--- src/common/eeprom_ctl_pkg.sv ---
// Constants for the serial EEPROM power-up and write-state control
package eeprom_ctl_pkg;

  // Instruction codes
  localparam logic [7:0] CMD_WRSTAT    = 8'h01;
  localparam logic [7:0] CMD_WRITE     = 8'h02;
  localparam logic [7:0] CMD_READ      = 8'h03;
  localparam logic [7:0] CMD_WRDIS     = 8'h04;
  localparam logic [7:0] CMD_STATREAD  = 8'h05;
  localparam logic [7:0] CMD_WRENA     = 8'h06;

  // Status register bit positions
  localparam int STAT_BUSY_POS = 0;
  localparam int STAT_LATCH_POS = 1;

  // Address is 16 bits after the opcode
  localparam logic [5:0] ADDR_BITS     = 6'h10;
  localparam logic [5:0] OPC_BITS      = 6'h08;

  // Self-timed write cycle
  localparam int WRITE_TIME_US = 5;
  localparam int CLK_MHZ       = 50;
  localparam int WRITE_CYCLES  = WRITE_TIME_US * CLK_MHZ;
  localparam int WCNT_W        = 9;

  // Power-on reset hold
  localparam logic [3:0] POR_CYCLES = 4'h8;

  // Reset values
  localparam logic       WEL_RST   = 1'b0;
  localparam logic [7:0] STAT_RST  = 8'h00;

  typedef enum logic [2:0] {
    ST_RESET   = 3'b000,
    ST_STANDBY = 3'b001,
    ST_READY   = 3'b010,
    ST_BUSY    = 3'b011
  } pwr_state_t;

  typedef enum logic [2:0] {
    SH_OPC    = 3'b000,
    SH_ADDR   = 3'b001,
    SH_DATA   = 3'b010,
    SH_STATO  = 3'b011,
    SH_IGNORE = 3'b100
  } shift_state_t;

endpackage : eeprom_ctl_pkg

--- src/logic/pin_sync.sv ---
// Two-flop synchroniser for a group of pin inputs
`timescale 1ns/1ns
module pin_sync
  import eeprom_ctl_pkg::*;
#(
  parameter int W = 4
)(
  // Clock and reset
  input  wire logic         i_mclk,
  input  wire logic         i_rst,
  // Pins
  input  wire logic [W-1:0] i_async,
  output logic      [W-1:0] o_sync
);

  logic [W-1:0] meta_r;
  logic [W-1:0] meta_nxt;
  logic [W-1:0] sync_r;
  logic [W-1:0] sync_nxt;

  always_comb
  begin
    meta_nxt = i_async;
    sync_nxt = meta_r;
  end

  always_ff @(posedge i_mclk)
  begin
    if (i_rst)
    begin
      meta_r <= {W{1'b1}};
      sync_r <= {W{1'b1}};
    end
    else
    begin
      meta_r <= meta_nxt;
      sync_r <= sync_nxt;
    end
  end

  assign o_sync = sync_r;

endmodule : pin_sync

--- src/logic/eeprom_write_state.sv ---
// Power-up, write-enable and self-timed write control of an SPI EEPROM
// Behaviour
// - Supply good enters standby, logic initialised
// - Supply loss enters reset state
// - Powers up write-disabled, latch clear, standby
// - Chip select low enters ready state
// - Successful write returns to write-disabled
// - Chip select rise starts self-timed write
// - Array access ignored while programming
// - Unknown opcode ignored, output stays floating
// - Write enable sets latch at deselect
// - Write disable clears the latch
// - Busy ignores all but status read
// - Busy status bit high during write
`timescale 1ns/1ns
module eeprom_write_state
  import eeprom_ctl_pkg::*;
(
  // Clock and reset
  input  wire logic        i_mclk,
  input  wire logic        i_rst,
  // Supply monitor
  input  wire logic        i_supply_ok,
  // SPI pins
  input  wire logic        i_cs_n,
  input  wire logic        i_sck,
  input  wire logic        i_si,
  output logic             o_so,
  output logic             o_so_oe,
  // Array write request
  output logic             o_prog_start,
  output logic [15:0]      o_prog_addr,
  output logic [7:0]       o_prog_data,
  // State view
  output logic             o_write_enable_latch,
  output logic             o_busy,
  output logic             o_standby,
  output logic             o_ready
);

  logic [3:0] pins_sync;
  logic       cs_n_s;
  logic       sck_s;
  logic       si_s;
  logic       sup_s;

  pin_sync #(.W(4)) u_sync (
    .i_mclk  (i_mclk),
    .i_rst   (i_rst),
    .i_async ({i_supply_ok, i_cs_n, i_sck, i_si}),
    .o_sync  (pins_sync)
  );

  assign sup_s  = pins_sync[3];
  assign cs_n_s = pins_sync[2];
  assign sck_s  = pins_sync[1];
  assign si_s   = pins_sync[0];

  pwr_state_t   st_r,      st_nxt;
  shift_state_t sh_r,      sh_nxt;
  logic         cs_d_r,    cs_d_nxt;
  logic         sck_d_r,   sck_d_nxt;
  logic [3:0]   por_r,     por_nxt;
  logic         wel_r,     wel_nxt;
  logic [7:0]   sreg_r,    sreg_nxt;
  logic [5:0]   bcnt_r,    bcnt_nxt;
  logic [7:0]   opc_r,     opc_nxt;
  logic [15:0]  addr_r,    addr_nxt;
  logic [7:0]   data_r,    data_nxt;
  logic         dvalid_r,  dvalid_nxt;
  logic [WCNT_W-1:0] wcnt_r, wcnt_nxt;
  logic         so_r,      so_nxt;
  logic         oe_r,      oe_nxt;
  logic         start_r,   start_nxt;
  logic [7:0]   stat_sh_r, stat_sh_nxt;

  logic cs_fall;
  logic cs_rise;
  logic sck_rise;
  logic sck_fall;
  logic [7:0] sh_in;

  assign cs_fall  = cs_d_r & ~cs_n_s;
  assign cs_rise  = ~cs_d_r & cs_n_s;
  assign sck_rise = ~sck_d_r & sck_s & ~cs_n_s;
  assign sck_fall = sck_d_r & ~sck_s & ~cs_n_s;
  assign sh_in    = {opc_r[6:0], si_s};

  always_comb
  begin
    st_nxt      = st_r;
    sh_nxt      = sh_r;
    cs_d_nxt    = cs_n_s;
    sck_d_nxt   = sck_s;
    por_nxt     = por_r;
    wel_nxt     = wel_r;
    sreg_nxt    = sreg_r;
    bcnt_nxt    = bcnt_r;
    opc_nxt     = opc_r;
    addr_nxt    = addr_r;
    data_nxt    = data_r;
    dvalid_nxt  = dvalid_r;
    wcnt_nxt    = wcnt_r;
    so_nxt      = so_r;
    oe_nxt      = oe_r;
    start_nxt   = 1'b0;
    stat_sh_nxt = stat_sh_r;
    if (!sup_s)
    begin
      st_nxt     = ST_RESET;
      por_nxt    = 4'h0;
      wel_nxt    = WEL_RST;
      oe_nxt     = 1'b0;
      dvalid_nxt = 1'b0;
      sh_nxt     = SH_OPC;
    end
    else
    begin
      case (st_r)
        ST_RESET:
        begin
          if (por_r == POR_CYCLES)
          begin
            st_nxt  = ST_STANDBY;
            wel_nxt = WEL_RST;
          end
          else
          begin
            por_nxt = por_r + 4'h1;
          end
        end
        ST_STANDBY:
        begin
          if (cs_fall)
          begin
            st_nxt     = ST_READY;
            sh_nxt     = SH_OPC;
            bcnt_nxt   = 6'h00;
            dvalid_nxt = 1'b0;
          end
        end
        ST_READY:
        begin
          if (cs_rise)
          begin
            oe_nxt = 1'b0;
            st_nxt = ST_STANDBY;
            if (sh_r == SH_OPC && bcnt_r == OPC_BITS)
            begin
              if (opc_r == CMD_WRENA)
                wel_nxt = 1'b1;
              else if (opc_r == CMD_WRDIS)
                wel_nxt = 1'b0;
            end
            else if (sh_r == SH_DATA && bcnt_r == 6'h00 && dvalid_r && wel_r)
            begin
              st_nxt    = ST_BUSY;
              start_nxt = (opc_r == CMD_WRITE);
              wcnt_nxt  = WCNT_W'(WRITE_CYCLES);
              if (opc_r == CMD_WRSTAT)
                sreg_nxt = data_r;
            end
          end
          else if (sck_rise)
          begin
            case (sh_r)
              SH_OPC:
              begin
                opc_nxt  = sh_in;
                bcnt_nxt = bcnt_r + 6'h01;
                if (bcnt_r == OPC_BITS - 6'h01)
                begin
                  bcnt_nxt = 6'h00;
                  if (sh_in == CMD_WRITE || sh_in == CMD_READ)
                    sh_nxt = SH_ADDR;
                  else if (sh_in == CMD_WRSTAT)
                    sh_nxt = SH_DATA;
                  else if (sh_in == CMD_STATREAD)
                  begin
                    sh_nxt      = SH_STATO;
                    stat_sh_nxt = {sreg_r[7:2], wel_r, 1'b0};
                  end
                  else if (sh_in == CMD_WRENA || sh_in == CMD_WRDIS)
                    bcnt_nxt = OPC_BITS;
                  else
                    sh_nxt = SH_IGNORE;
                end
              end
              SH_ADDR:
              begin
                addr_nxt = {addr_r[14:0], si_s};
                bcnt_nxt = bcnt_r + 6'h01;
                if (bcnt_r == ADDR_BITS - 6'h01)
                begin
                  bcnt_nxt = 6'h00;
                  sh_nxt   = (opc_r == CMD_WRITE) ? SH_DATA : SH_IGNORE;
                end
              end
              SH_DATA:
              begin
                data_nxt = {data_r[6:0], si_s};
                bcnt_nxt = (bcnt_r == OPC_BITS - 6'h01) ? 6'h00 : bcnt_r + 6'h01;
                if (bcnt_r == OPC_BITS - 6'h01)
                  dvalid_nxt = 1'b1;
              end
              default:
              begin
                bcnt_nxt = bcnt_r;
              end
            endcase
          end
          else if (sck_fall && sh_r == SH_STATO)
          begin
            oe_nxt      = 1'b1;
            so_nxt      = stat_sh_r[7];
            stat_sh_nxt = {stat_sh_r[6:0], stat_sh_r[7]};
          end
        end
        ST_BUSY:
        begin
          if (wcnt_r == '0)
          begin
            st_nxt  = cs_n_s ? ST_STANDBY : ST_BUSY;
            wel_nxt = 1'b0;
          end
          else
          begin
            wcnt_nxt = wcnt_r - WCNT_W'(1);
          end
          if (cs_fall)
          begin
            sh_nxt   = SH_OPC;
            bcnt_nxt = 6'h00;
            oe_nxt   = 1'b0;
          end
          if (cs_rise)
            oe_nxt = 1'b0;
          else if (sck_rise && sh_r == SH_OPC)
          begin
            opc_nxt  = sh_in;
            bcnt_nxt = bcnt_r + 6'h01;
            if (bcnt_r == OPC_BITS - 6'h01)
            begin
              bcnt_nxt    = 6'h00;
              sh_nxt      = (sh_in == CMD_STATREAD) ? SH_STATO : SH_IGNORE;
              stat_sh_nxt = {sreg_r[7:2], wel_r, 1'b1};
            end
          end
          else if (sck_fall && sh_r == SH_STATO)
          begin
            oe_nxt      = 1'b1;
            so_nxt      = stat_sh_r[7];
            stat_sh_nxt = {stat_sh_r[6:0], stat_sh_r[7]};
          end
        end
        default:
        begin
          st_nxt = ST_RESET;
        end
      endcase
    end
  end

  always_ff @(posedge i_mclk)
  begin
    if (i_rst)
    begin
      st_r      <= ST_RESET;
      sh_r      <= SH_OPC;
      cs_d_r    <= 1'b1;
      sck_d_r   <= 1'b0;
      por_r     <= 4'h0;
      wel_r     <= WEL_RST;
      sreg_r    <= STAT_RST;
      bcnt_r    <= 6'h00;
      opc_r     <= 8'h00;
      addr_r    <= 16'h0000;
      data_r    <= 8'h00;
      dvalid_r  <= 1'b0;
      wcnt_r    <= '0;
      so_r      <= 1'b0;
      oe_r      <= 1'b0;
      start_r   <= 1'b0;
      stat_sh_r <= 8'h00;
    end
    else
    begin
      st_r      <= st_nxt;
      sh_r      <= sh_nxt;
      cs_d_r    <= cs_d_nxt;
      sck_d_r   <= sck_d_nxt;
      por_r     <= por_nxt;
      wel_r     <= wel_nxt;
      sreg_r    <= sreg_nxt;
      bcnt_r    <= bcnt_nxt;
      opc_r     <= opc_nxt;
      addr_r    <= addr_nxt;
      data_r    <= data_nxt;
      dvalid_r  <= dvalid_nxt;
      wcnt_r    <= wcnt_nxt;
      so_r      <= so_nxt;
      oe_r      <= oe_nxt;
      start_r   <= start_nxt;
      stat_sh_r <= stat_sh_nxt;
    end
  end

  assign o_so                 = so_r;
  assign o_so_oe              = oe_r & ~cs_n_s;
  assign o_prog_start         = start_r;
  assign o_prog_addr          = addr_r;
  assign o_prog_data          = data_r;
  assign o_write_enable_latch = wel_r;
  assign o_busy               = (st_r == ST_BUSY);
  assign o_standby            = (st_r == ST_STANDBY);
  assign o_ready              = (st_r == ST_READY);

endmodule : eeprom_write_state

--- config.mk ---
export PLATFORM = sky130hd
export DESIGN_NAME = eeprom_write_state
export DESIGN_NICKNAME = d
export VERILOG_FILES = /design/src/common/eeprom_ctl_pkg.sv /design/src/logic/pin_sync.sv /design/src/logic/eeprom_write_state.sv
export SDC_FILE = /design/constraint.sdc
export NUM_CORES = 1
export LEC_CHECK = 0
export BUFFER_PORTS_ARGS = -buffer_cell sky130_fd_sc_hd__buf_4
export CORE_MARGIN = 4
export CORE_UTILIZATION = 59
export DETAILED_ROUTE_END_ITERATION = 10
export GPL_TIMING_DRIVEN = 0
export MAX_ROUTING_LAYER = met4
export PLACE_DENSITY = 0.88
export SLEW_MARGIN = 30
export SYNTH_ARGS = -nofsm -noshare
export SYNTH_HDL_FRONTEND = slang
export SYNTH_SLANG_ARGS = --single-unit
--- constraint.sdc ---
create_clock -name i_mclk -period 2.5 [get_ports i_mclk]
set_input_delay 0.125 -clock i_mclk [delete_from_list [all_inputs] [get_ports i_mclk]]
set_output_delay 0.125 -clock i_mclk [all_outputs]
set_load 0.02 [all_outputs]
Yosys cells after proc, flatten, opt, wreduce, memory -nomap -nowiden:

Index checks and enable logic that the tools add are counted.
W data, S select, Z words.

* register bits: 88
* output and inout bits: 31
* word-level logic and storage cells: 210

* add/subtract/negate cells: 3
* equality and inequality tests: 51
* muxes and demuxes: 88
* bitwise logic cells: 17
* reduce and logical (&&, ||, !) cells: 32

Operators by type and width (count)
* $mux W8: 16
* $mux W3: 18
* $mux W6: 8
* $eq A8 B3 Y1 const B: 5
* $mux W9: 4
* $pmux W6 S3: 2
* $pmux W8 S2: 2
* $reduce_and A6 Y1: 5
* $eq A8 B2 Y1 const B: 3
* $mux W1: 23
* $ne A2 B1 Y1 const B: 10
* $pmux W9 S2: 1
* $eq A8 B1 Y1 const B: 2
* $mux W4: 4
* $ne A3 B2 Y1 const B: 5
* $reduce_and A5 Y1: 3
* $ne A2 B2 Y1 const B: 7
* $reduce_and A7 Y1: 2
* $eq A3 B2 Y1 const B: 4
* $eq A6 B4 Y1 const B: 2
* $ne A3 B3 Y1 const B: 4
* $pmux W3 S4: 1
* $not A1 Y1: 10
* $reduce_and A10 Y1: 1
* 27 further kinds: 49

Logic depth before layout (Yosys ltp):

* depth in word-level cells: 11
* depth in mapped cells: 8

Hierarchy:

A second synthesis with hierarchy kept.

* cell total of the unflattened synthesis: 482
* area, all modules: 4146.5 sq um

By module, submodules not included
* eeprom_write_state: times used 1, cells an instance 466, area each 3936.3 sq um
* pin_sync: times used 1, cells an instance 16, area each 210.2 sq um

Least setup slack after synthesis:

OpenSTA, ideal clock, no wires.

* path type: flip-flop to flip-flop
* start point: register st_r[0]
* end point: register addr_r[10] (netlist: o_prog_addr[10])
* setup time: 128 ps
* arrival time: 1727 ps
* path slack: 645 ps
* cell stages (with the launch flop): 8
* buffers on the path: 1
* clock period less this slack: 1855 ps
* cells stage by stage: dfxtp_1 > nand2b_1 > inv_1 > nand3_1 > nor2_4 > buf_4 > mux2i_1 > nor2_1

* word-level cells in the longest chain between the ends: 2

Ends and longest elaborated chain
* start, declared: line eeprom_write_state.sv:59 `pwr_state_t st_r, st_nxt;`
* start signal, assigned: line eeprom_write_state.sv:288 `st_r <= st_nxt;`
* $eq A3 B2 Y1
* via o_ready: line eeprom_write_state.sv:38 `output logic o_ready`
* $reduce_and A5 Y1 (no line)
* end signal, assigned: line eeprom_write_state.sv:297 `addr_r <= addr_nxt;`
* end, declared: line eeprom_write_state.sv:68 `logic [15:0] addr_r, addr_nxt;`

The timed path passes the listed nets, and every way through them passes these cells.
A chain may end at the register's enable or synchronous reset.

Worst setup path in the final report:

* start point: register st_r[0]
* end point: register sreg_r[7]

* word-level cells in the longest chain between the ends: 2

Ends and longest elaborated chain
* $eq A3 B2 Y1: line eeprom_write_state.sv:119 `case (st_r)`
* $reduce_and A6 Y1 (no line)
* end signal, assigned: line eeprom_write_state.sv:294 `sreg_r <= sreg_nxt;`
* end, declared: line eeprom_write_state.sv:65 `logic [7:0] sreg_r, sreg_nxt;`

Every way passes these cells.

==> metrics.txt <==
Req. time, crit path=2.75 ns; wirelength, routed=roughly 10 mm; worst path cell trace=nand2b_1, nor4b_2, nand3_1, mux2i_1, nor2_1; cell accounting for the most synthesized area=sky130_fd_sc_hd__dfxtp_1; global-route track usage on met2=41.7%; total power of the final layout=2420 µW; TNS Setup=0 ns; via count of the first global-routing pass=between 3k and 4k; Final Max Slew Viols=0; Pleak=around 0.0018 µW; Max Cap Viol=0; cells taking the most area after synthesis=sky130_fd_sc_hd__dfxtp_1 (42%), sky130_fd_sc_hd__mux2i_1 (8.6%), sky130_fd_sc_hd__nor2_1 (5.2%), sky130_fd_sc_hd__a21oi_1 (3.0%), sky130_fd_sc_hd__a221oi_2 (3.0%); Slowest-stage cell, CP=sky130_fd_sc_hd__nor4b_2; initial drt markers=393; startpoint of the most critical hold path=i_rst; hold buffer count at cts=4; GR Layer Usage met3=5.25%; top cell family by delay on the critical path=simple AND/OR/NAND/NOR gates; commonest cells in the netlist=sky130_fd_sc_hd__dfxtp_1 (85), sky130_fd_sc_hd__nor2_1 (56), sky130_fd_sc_hd__mux2i_1 (35); Slew Limit Headroom=45.8%; number of synthesized flops with an enable pin=0; DIE WIDTH=90.9 µm; TritonCTS clock tree=done; worst min path class=in2reg; total number of placement rows=29; share of flip-flops with an asynchronous set or reset=0%; arrival time at the worst endpoint=between 2 and 2.5 ns; maximum number of pins on one net before global-route repair=18; areal power density over the cells=roughly 520 mW/mm²; RR Endpoint=sreg_r[7]$_SDFFE_PP0P_; Detail Route Antenna Nets=0; setup violation total in the final timing report=0; number of nets produced by synthesis=between 400 and 500; Port Buffers=36; Final HPWL DP=6.98 mm; post-CTS repair timing setup buffer count=0; hold path depth=4; slowest cell delay on critical path=0.56 ns; startpoint type of the worst setup path=flip-flop; total clock buffers created by CTS=9; Cell Area, Synth=a little over 0.004 mm²; result of the run=finished, final reports clean; # H-tree levels=3; net total in the final layout=between 500 and 600; Fmax achieved=approximately 0.45 GHz; highest-utilization routing layer at the global route stage=met2; endpoint type of the worst setup path=flip-flop; Max Fanout on Critical Path=7; worst setup slack for register-to-register paths=0.29 ns; combined buffer and inverter count along the critical path=0; final number of hold-violating endpoints=0; unrepaired setup endpoints after global routing=false; drc violations=0; total number of yosys warnings=0; fraction of layout cells with a size suffix above 1=17.3%; drt pass-1 iters=7; leading register cell type out of synthesis=sky130_fd_sc_hd__dfxtp_1; global router's overall resource usage=between 20% and 30%; global-route wire length before repair=16.7 mm; Max VDD drop=a little under 0.0005 V; initial antenna violation count=0; CORE AREA=0.00649 mm²; core utilization of the finished layout=71.6%; cell with the most instances after synthesis=sky130_fd_sc_hd__dfxtp_1; gate count after technology mapping=between 400 and 500; #FFs+latches synth=85; reg2reg start=st_r[0]$_SDFFE_PP0P_; met1 track demand over resource=a little under a third; synth-to-layout area growth=14.7%; antenna diode count=0; overall die area=around 0.0083 mm²; Clock Tree Root=sky130_fd_sc_hd__clkbuf_8; fin crit share=88.6%; transition at the pin with the smallest max-transition slack=0.806 ns; final weighted congestion in routability-driven placement=~0.96; WS Path Type=reg2reg; terminating pin of the worst hold path=stat_sh_r[0]$_SDFFE_PP0P_; insertion delay of the later-clocked pin in the worst-skew pair=approximately 0.38 ns; clock input transition at the sequential cells of the worst setup and hold paths=~0.090 ns; logic depth of the worst path, buffers included=5; R2R cell count=5; proportion of netlist area held by the largest area contributor=between 40% and 50%; post-cts gate resize count=0; overall die height=about 90 µm; wire length per cell after detailed routing=about 17 µm; Seq/Total Area, Yosys=between 40% and 50%; mean post-synth cell area=8.93 µm²; number of vias in the routed layout=3,667; worst-case clock skew=roughly 0.014 ns; num ports=37; clock net sink count=85; GR Overflow Total=0; initial cell density of the core=between 60% and 70%; final critical-path required period=roughly 2.2 ns; maximum clock insertion buffer count=2; mean number of vias per cell=about 6.2; number of distinct standard cells referenced by the synthesized netlist=65
-- flip-flops by register name (all words and copies together), names as in the netlist --
register and flops:
o_so 1, o_prog_addr 16, wcnt_r 9, sreg_r 6, dvalid_r 1, o_write_enable_latch 1
u_sync.o_sync 4, o_prog_start 1, o_prog_data 8, oe_r 1, opc_r 8, sh_r 3
bcnt_r 6, sck_d_r 1, por_r 4, cs_d_r 1, stat_sh_r 8, st_r 2
u_sync.meta_r 4
-- logic make-up (layout without fill, tap and decap cells) --
family | Yosys count | in the layout | share of synthesized area, %
adders and majority gates | 6 | 6 | 1.85
xor gates and xnor gates | 4 | 4 | 0.864
AOI/OAI and AO/OA | 92 | 92 | 16.7
DFF | 85 | 85 | 42.0
buffers and inverters | 44 | 100 | 4.63
muxes | 35 | 35 | 8.64
and+or+nand+nor | 188 | 188 | 25.4
-- worst register-to-register path, stage by stage, from the launching register on --
cell and delay [ns]:
sky130_fd_sc_hd__dfxtp_1 0.39, sky130_fd_sc_hd__nand2b_1 0.29, sky130_fd_sc_hd__nor4b_2 0.56, sky130_fd_sc_hd__nand3_1 0.44
sky130_fd_sc_hd__mux2i_1 0.35, sky130_fd_sc_hd__nor2_1 0.07
-- stage by stage --
step           worst slack (ns)  std cells  hold slack (ns)  cell area, µm²
2_1_floorplan             0.645        454            0.229            4060
3_3_place_gp              0.362        567            0.311            4420
3_5_place_dp              0.349        567            0.313            4420
4_1_cts                   0.281        587            0.125            4650
5_1_grt                   0.142        587            0.170            4650
6_report                  0.285        587            0.131            4650
-- placed cells by master, fill, tap and decap left out, drive strengths merged, types with 2 or more instances in the layout --
master,instances
or4,2
ha,6
dfxtp,85
nand2,31
mux2i,35
clkinv,2
inv,25
a32o,3
nand3b,3
o21ai,18
nand4,5
or2,9
nor3b,10
or3,3
o21a,3
buf,44
nand3,15
and2,6
nor2,58
nor3,11
a221oi,9
o22ai,8
and3,4
o211ai,3
a311oi,4
nand2b,8
nor4b,3
a21oi,24
xor2,3
nor4,8
nor2b,9
a22o,2
clkbuf,24
a41o,3
dlygate4sd3,4
-- how the worst max path moves through the flow --
stage,from,to
final,st_r[0]$_SDFFE_PP0P_,sreg_r[7]$_SDFFE_PP0P_
after global routing,sh_r[1]$_SDFFE_PP0P_,sreg_r[7]$_SDFFE_PP0P_
after detailed placement,st_r[0]$_SDFFE_PP0P_,stat_sh_r[6]$_SDFFE_PP0P_
after floorplan,st_r[0]$_SDFFE_PP0P_,o_prog_addr[10]$_SDFFE_PP0P_
after CTS,opc_r[6]$_SDFFE_PP0P_,sreg_r[7]$_SDFFE_PP0P_
after global placement,st_r[0]$_SDFFE_PP0P_,stat_sh_r[6]$_SDFFE_PP0P_
-- layout make-up --
class,count,area (µm²)
inverters,21,78.8
clock inverters,7,65.1
well taps,77,96.3
flip-flops and latches,85,1700
clock buffers,9,124
repair buffers,40,310
multi-input cells,325,2170
fillers,482,1840
plain buffers,23,109
-- metal layers --
metal  vias up  wire length [µm]
li1       1730                 -
met1      1750              4150
met2       150              4820
met3        37               819
met4         0               229
met5         -                 0
-- power by group --
part,internal (µW),switching [µW]
Sequential,1360,9.21
Clock,385,570
Combinational,32.4,56.2
(Power assumes the default switching activity.)
